`config.mk`:
```
export PLATFORM = sky130hd
export DESIGN_NAME = sla_top
export DESIGN_NICKNAME = d
export VERILOG_FILES = /design/src/rtl/sla_pkg.sv /design/src/rtl/sla_top.sv /design/src/rtl/sla_bcd_step.sv
export SDC_FILE = /design/constraint.sdc
export NUM_CORES = 1
export LEC_CHECK = 0
export BUFFER_PORTS_ARGS = -buffer_cell sky130_fd_sc_hd__clkbuf_2
export CORE_MARGIN = 10
export CORE_UTILIZATION = 41
export CTS_CLUSTER_DIAMETER = 60
export DETAILED_ROUTE_END_ITERATION = 7
export SYNTH_ARGS = -nofsm -noshare
export SYNTH_HDL_FRONTEND = slang
export SYNTH_SLANG_ARGS = --single-unit
export TNS_END_PERCENT = 5
```
`constraint.sdc`:
```
create_clock -name i_clk -period 6.3 [get_ports i_clk]
set_input_delay 0.945 -clock i_clk [delete_from_list [all_inputs] [get_ports i_clk]]
set_output_delay 0.945 -clock i_clk [all_outputs]
set_load 0.01 [all_outputs]
```
`src/rtl/sla_pkg.sv`:
```
// sla_pkg: constants for the sync loss delay alarm
package sla_pkg;
   // ***************************************************
   // delay setting and timing
   // ***************************************************
   localparam logic [3:0] DIGIT_MAX      = 4'h9;
   localparam logic [3:0] DIGIT_RST_TENS = 4'h0;
   localparam logic [3:0] DIGIT_RST_ONES = 4'h0;
   localparam int         SEC_PER_MIN    = 60;
   localparam logic [5:0] SEC_LAST       = 6'(SEC_PER_MIN - 1);
   localparam logic [6:0] MIN_RST        = 7'h00;
   localparam logic [5:0] SEC_RST        = 6'h00;
   // ***************************************************
   // setup menu
   // ***************************************************
   localparam int         MENU_ITEMS     = 4;
   localparam logic [1:0] MENU_FIRST     = 2'h0;
   localparam logic [1:0] MENU_LOCK_ITEM = 2'(MENU_ITEMS - 1);
   typedef enum logic [1:0] {
      SLA_NORMAL,
      SLA_MENU,
      SLA_EDIT
   } sla_menu_t;
endpackage : sla_pkg

```
`src/rtl/sla_top.sv`:
```
// sla_top: sync loss delay alarm with relay drive and setup menu
`timescale 1ns/1ps
`default_nettype none
//
// Function
// two-digit decimal delay, 00 to 99 minutes
// alarm only after continuous loss for delay
// relay follows alarm in same cycle
// delay 00 keeps both outputs locked
// relay energized while locked, off when faulted
// setup key walks menu; enter opens delay
// up/down edit candidate; enter stores, returns
// top-row function key leaves setup menu
// count unlocked minutes; clear on lock; hold
module sla_top (
   // clock and reset
   input  wire logic       i_clk,
   input  wire logic       i_rst_b,
   // status inputs
   input  wire logic       i_sync_locked,
   input  wire logic       i_sec_tick,
   // key presses, one-cycle pulses
   input  wire logic       i_key_setup,
   input  wire logic       i_key_up,
   input  wire logic       i_key_down,
   input  wire logic       i_key_enter,
   input  wire logic       i_key_func,
   // alarm outputs
   output logic            o_sync_loss_alarm,
   output logic            o_relay_energize,
   // display view
   output logic            o_menu_active,
   output logic      [1:0] o_menu_item,
   output logic            o_edit_active,
   output logic      [3:0] o_disp_tens,
   output logic      [3:0] o_disp_ones
);
   // ***************************************************
   // state
   // ***************************************************
   sla_pkg::sla_menu_t menu_ff;
   logic [1:0]         item_ff;
   logic [3:0]         set_tens_ff;
   logic [3:0]         set_ones_ff;
   logic [3:0]         cand_tens_ff;
   logic [3:0]         cand_ones_ff;
   logic [3:0]         step_tens;
   logic [3:0]         step_ones;
   logic [5:0]         sec_ff;
   logic [6:0]         min_ff;
   logic               alarm_ff;
   logic [6:0]         delay_min;
   logic               delay_zero;
   logic               expired;

   // ***************************************************
   // delay decode
   // ***************************************************
   // decimal delay in minutes
   // widen before the product, a 4-bit product would lose tens above 1
   assign delay_min  = 7'(set_tens_ff) * 7'h0A + 7'(set_ones_ff);
   // zero disables qualification
   assign delay_zero = (delay_min == 7'h00);
   assign expired    = (min_ff >= delay_min);

   // ***************************************************
   // setup menu
   // ***************************************************
   // menu walk, entering delay submenu
   always_ff @(posedge i_clk or negedge i_rst_b) begin
      if (!i_rst_b) begin
         menu_ff <= sla_pkg::SLA_NORMAL;
         item_ff <= sla_pkg::MENU_FIRST;
      end else begin
         case (menu_ff)
            sla_pkg::SLA_NORMAL: begin
               if (i_key_setup) begin
                  menu_ff <= sla_pkg::SLA_MENU;
                  item_ff <= sla_pkg::MENU_FIRST;
               end
            end
            sla_pkg::SLA_MENU: begin
               // function key exits menu
               if (i_key_func) begin
                  menu_ff <= sla_pkg::SLA_NORMAL;
               end else if (i_key_enter && item_ff == sla_pkg::MENU_LOCK_ITEM) begin
                  menu_ff <= sla_pkg::SLA_EDIT;
               end else if (i_key_setup) begin
                  // wraps so the walk can repeat
                  item_ff <= item_ff + 2'h1;
               end
            end
            sla_pkg::SLA_EDIT: begin
               // enter returns to menu top
               if (i_key_func) begin
                  menu_ff <= sla_pkg::SLA_NORMAL;
               end else if (i_key_enter) begin
                  menu_ff <= sla_pkg::SLA_MENU;
                  item_ff <= sla_pkg::MENU_FIRST;
               end
            end
            default: begin
               menu_ff <= sla_pkg::SLA_NORMAL;
            end
         endcase
      end
   end

   sla_bcd_step u_step (
      .i_tens (cand_tens_ff),
      .i_ones (cand_ones_ff),
      .i_up   (i_key_up),
      .o_tens (step_tens),
      .o_ones (step_ones)
   );

   // candidate edit and store
   always_ff @(posedge i_clk or negedge i_rst_b) begin
      if (!i_rst_b) begin
         cand_tens_ff <= sla_pkg::DIGIT_RST_TENS;
         cand_ones_ff <= sla_pkg::DIGIT_RST_ONES;
         set_tens_ff  <= sla_pkg::DIGIT_RST_TENS;
         set_ones_ff  <= sla_pkg::DIGIT_RST_ONES;
      end else begin
         if (menu_ff == sla_pkg::SLA_MENU && i_key_enter && !i_key_func
             && item_ff == sla_pkg::MENU_LOCK_ITEM) begin
            // submenu shows current value
            cand_tens_ff <= set_tens_ff;
            cand_ones_ff <= set_ones_ff;
         end else if (menu_ff == sla_pkg::SLA_EDIT && !i_key_func) begin
            if (i_key_enter) begin
               set_tens_ff <= cand_tens_ff;
               set_ones_ff <= cand_ones_ff;
            end else if (i_key_up ^ i_key_down) begin
               cand_tens_ff <= step_tens;
               cand_ones_ff <= step_ones;
            end
         end
      end
   end

   // ***************************************************
   // unlocked time qualification
   // ***************************************************
   // minute count from second tick
   always_ff @(posedge i_clk or negedge i_rst_b) begin
      if (!i_rst_b) begin
         sec_ff <= sla_pkg::SEC_RST;
         min_ff <= sla_pkg::MIN_RST;
      end else if (i_sync_locked) begin
         sec_ff <= sla_pkg::SEC_RST;
         min_ff <= sla_pkg::MIN_RST;
      end else if (i_sec_tick && !alarm_ff && !expired) begin
         if (sec_ff == sla_pkg::SEC_LAST) begin
            sec_ff <= 6'h00;
            min_ff <= min_ff + 7'h01;
         end else begin
            sec_ff <= sec_ff + 6'h01;
         end
      end
   end

   // assert only after full delay
   always_ff @(posedge i_clk or negedge i_rst_b) begin
      if (!i_rst_b) begin
         alarm_ff <= 1'b0;
      end else begin
         // lowering the delay mid-loss takes effect at once
         alarm_ff <= !i_sync_locked && !delay_zero && expired;
      end
   end

   // ***************************************************
   // outputs
   // ***************************************************
   // relay shares the alarm flop
   assign o_sync_loss_alarm = alarm_ff;
   // fail-safe, energized while locked
   assign o_relay_energize  = !alarm_ff;
   assign o_menu_active     = (menu_ff != sla_pkg::SLA_NORMAL);
   assign o_menu_item       = item_ff;
   assign o_edit_active     = (menu_ff == sla_pkg::SLA_EDIT);
   assign o_disp_tens       = o_edit_active ? cand_tens_ff : set_tens_ff;
   assign o_disp_ones       = o_edit_active ? cand_ones_ff : set_ones_ff;
endmodule // sla_top
`default_nettype wire

```
`src/rtl/sla_bcd_step.sv`:
```
// sla_bcd_step: two-digit decimal up/down stepper with wrap
`timescale 1ns/1ps
`default_nettype none
module sla_bcd_step (
   // current value
   input  wire logic [3:0] i_tens,
   input  wire logic [3:0] i_ones,
   // direction
   input  wire logic       i_up,
   // stepped value
   output logic      [3:0] o_tens,
   output logic      [3:0] o_ones
);
   always_comb begin
      o_tens = i_tens;
      o_ones = i_ones;
      if (i_up) begin
         if (i_ones == sla_pkg::DIGIT_MAX) begin
            o_ones = 4'h0;
            o_tens = (i_tens == sla_pkg::DIGIT_MAX) ? 4'h0 : i_tens + 4'h1;
         end else begin
            o_ones = i_ones + 4'h1;
         end
      end else begin
         if (i_ones == 4'h0) begin
            o_ones = sla_pkg::DIGIT_MAX;
            o_tens = (i_tens == 4'h0) ? sla_pkg::DIGIT_MAX : i_tens - 4'h1;
         end else begin
            o_ones = i_ones - 4'h1;
         end
      end
   end
endmodule // sla_bcd_step
`default_nettype wire

```
==> run_results.csv <==
group,metric,value,unit
drt,wl_per_cell,14.3,um
logic_synthesis,syn_inst,257,
setup_path,endpoint,"sec_ff[3]",
setup_path,reg2reg_depth,12,
grt,grt_max_degree,35,
logic_synthesis,synth-seq-area-share,34.1,%
logic_synthesis,syn_avg_cell_area,9.72,um^2
grt,grt_pass1_wl,8630,um
sta,relSlewSlack,42.9,%
floorplanning,die_h,98.0,um
setup_path,endpoint_kind,"register",
sta,fin_crit_sh,54.6,%
layout,areaGrowthSynthToFinish,9.32,%
layout,drive_gt1_share,20.5,%
drt,vias,1889,
sta,rsz0062_at_grt,"false",
grt,grt_usage,10.4,%
sta,tightest_slew,0.856,ns
drt,viasPerCell,5.43,
logic_synthesis,syn_nets,284,
grt,grt_pass1_vias,1829,
drt,drc_errors,0,
logic_synthesis,synthTopCellsByArea,"dfrtp_1, ha_1, mux2_2",
cts,post_cts.repair.setup_buffers,0,
run,maxCapViolations,0,
floorplanning,dieArea,9610,um^2
placement,dpl.cell_count,340,
sta,min_period,3.44,ns
floorplanning,fp.coreArea,5920,um^2
placement,post-place-ws,2.86,ns
cts,numCtsBuffers,5,
layout,fin_cells,348,
drt,dr.pass1.iters,4,
worst_hold_path,holdCritPathClass,"reg2reg",
sta,tns,0,ns
placement,gp_congestion,0.754,
logic_synthesis,syn-cell-area,2500,um^2
sta,hold_slack,0.554,ns
cts,cts_resized,0,
cts,cts_buffer_depth,2,
sta,finalHoldViolCount,0,
floorplanning,rows,28,
sta,setup_viol,0,
setup_path,rr_startpoint,"set_tens_ff[1]",
setup_path,worstPathMaxFanout,10,
floorplanning,die_x,98.0,um
status,status,"finished clean",
placement,io_buffers,22,
cts,htree_levels,2,
grt,grt-ovfl-total,0,
power,power,0.000515,W
logic_synthesis,synth_ff_type,"dfrtp_1",
setup_path,worstPathRequired,6.47,ns
logic_synthesis,async_flop_share,100,%
drt,antenna_left,0,
logic_synthesis,ys_ff_latch,34,
sta,fin_ws,2.86,ns
logic_synthesis,yosysTopAreaCellShare,34.1,%
setup_path,crit_start,"set_tens_ff[1]",
cts,cts.sinks,34,
cts,hold_buffers,0,
floorplanning,start_util,42.2,%
power,p_leak,1.23,nW
layout,nNetsFinal,299,
power,irDropWorstVdd,0.000148,V
setup_path,startpoint_type,"register",
logic_synthesis,yosys.area.top_type,"dfrtp_1",
setup_path,crit_type,"reg2reg",
drt,drtIter0Drc,77,
cts,path_clk_slew,0.07,ns
cts,clk_latency,0.28,ns
layout,n_antenna_cell,0,
power,power_density,189,nW/um^2
setup_path,worstReg2RegEnd,"sec_ff[3]",
sta,slew_violations,0,
setup_path,crit_arrival,3.61,ns
drt,routed_wl,4970,um
sta,clock_skew,0.00701,ns
logic_synthesis,yosysUniqueCellTypes,54,
cts,clockRootBuffer,"clkbuf_8",
logic_synthesis,ys_warn_count,0,
cts,cts_tree,"done",
placement,dp_hpwl,3680,um
floorplanning,io_pins,23,
grt,grt_antenna_before_repair,0,
setup_path,r2r_slack,2.86,ns
sta,fmax,0.291,GHz
logic_synthesis,synth_edf_count,0,
==> cells by family (layout without fill, tap and decap cells) <==
family          count (synthesis)  in the layout  share of synthesized area [%]
buf+inv                        24             40                           4.01
simple gates                   79             79                           16.6
compound gates                 63             63                           19.9
mux                            24             24                           10.5
flops                          34             34                           34.1
fa+ha+maj                      18             18                           9.62
xor+xnor                       15             15                           5.26
==> registers in the layout, summed over array words and instances, names as in the netlist, 2 cells and up <==
register / count
cand_ones_ff: 4
set_tens_ff: 4
cand_tens_ff: 4
o_menu_item: 2
min_ff: 7
menu_ff: 2
sec_ff: 6
set_ones_ff: 4
==> synth_stat cells, drive strengths merged, types with 7 or more instances <==
| library cell | number |
|---|---|
| xnor2 | 11 |
| a21oi | 16 |
| nand2 | 16 |
| nor2 | 21 |
| mux2 | 18 |
| clkbuf | 8 |
| inv | 10 |
| nand3 | 7 |
| o21ai | 14 |
| nor2b | 8 |
| ha | 16 |
| dfrtp | 34 |
==> layer usage <==
metal	vias up	GRT usage [%]	share of wire, %
li1	969	-	-
met1	891	13.7	51
met2	23	15.7	43
met3	6	2.89	4.1
met4	0	3.69	1.1
met5	-	0	0
==> layout by cell type, fill, tap and decap left out, drive strengths merged, types with 2 or more instances in the layout <==
| master | count |
|---|---|
| xor2 | 4 |
| inv | 10 |
| nand2 | 16 |
| clkbuf | 29 |
| and3 | 6 |
| nor3b | 2 |
| nand3b | 2 |
| dfrtp | 34 |
| a221o | 2 |
| fa | 2 |
| mux2i | 6 |
| a21oi | 16 |
| a221oi | 2 |
| nor3 | 5 |
| a211oi | 4 |
| a22oi | 2 |
| a21bo | 2 |
| and2 | 2 |
| or2 | 4 |
| o21ai | 14 |
| mux2 | 18 |
| a2111oi | 4 |
| a32o | 3 |
| a21o | 2 |
| nand3 | 7 |
| nor2 | 21 |
| nor2b | 8 |
| xnor2 | 11 |
| o22ai | 2 |
| nor4 | 2 |
| ha | 16 |
==> power by group <==
part | total (W) | internal [W] | leakage [nW] | switching, W
clock network | 0.000165 | 0.0000882 | 0.0482 | 0.0000772
registers | 0.000257 | 0.000232 | 0.469 | 0.0000256
logic | 0.0000929 | 0.0000424 | 0.717 | 0.0000505
==> final cells by class <==
class                           count  area [um^2]
Clock buffer                        7         86.3
Clock inverter                      1         5.00
Fill cell                         578         3190
Inverter                           10         37.5
Multi-Input combinational cell    199         1550
Sequential cell                    34          851
Tap cell                           75         93.8
Timing Repair Buffer               22          110
==> through the flow <==
stage                     cell area [um^2]  utilization (%)
after floorplan                       2500                -
after global routing                  2730             46.1
final                                 2730             46.1
after detailed placement              2640             44.6
after global placement                2640             44.6
after CTS                             2730             46.1
==> worst min-delay path by stage <==
stage              startpoint              end  slack (ns)  cells past startpoint
2_1_floorplan  set_ones_ff[1]  cand_ones_ff[1]        0.49                      1
6_report       o_menu_item[1]   o_menu_item[1]        0.55                      2
3_5_place_dp        sec_ff[1]        sec_ff[1]        0.55                      2
4_1_cts        o_menu_item[1]   o_menu_item[1]        0.56                      2
3_3_place_gp        sec_ff[1]        sec_ff[1]        0.54                      2
5_1_grt             sec_ff[5]        sec_ff[5]        0.59                      1
==> worst max-delay path, cell delays in order, from the launching register on <==
cell	delay (ns)
dfrtp_1	0.46
ha_1	0.33
ha_1	0.21
fa_1	0.52
nand2_1	0.06
nor2_1	0.11
xnor2_1	0.17
ha_1	0.31
a211oi_2	0.30
o211ai_4	0.18
a21oi_4	0.29
o21ai_1	0.12
a32o_1	0.27
Power figures use the tool's default switching activity.
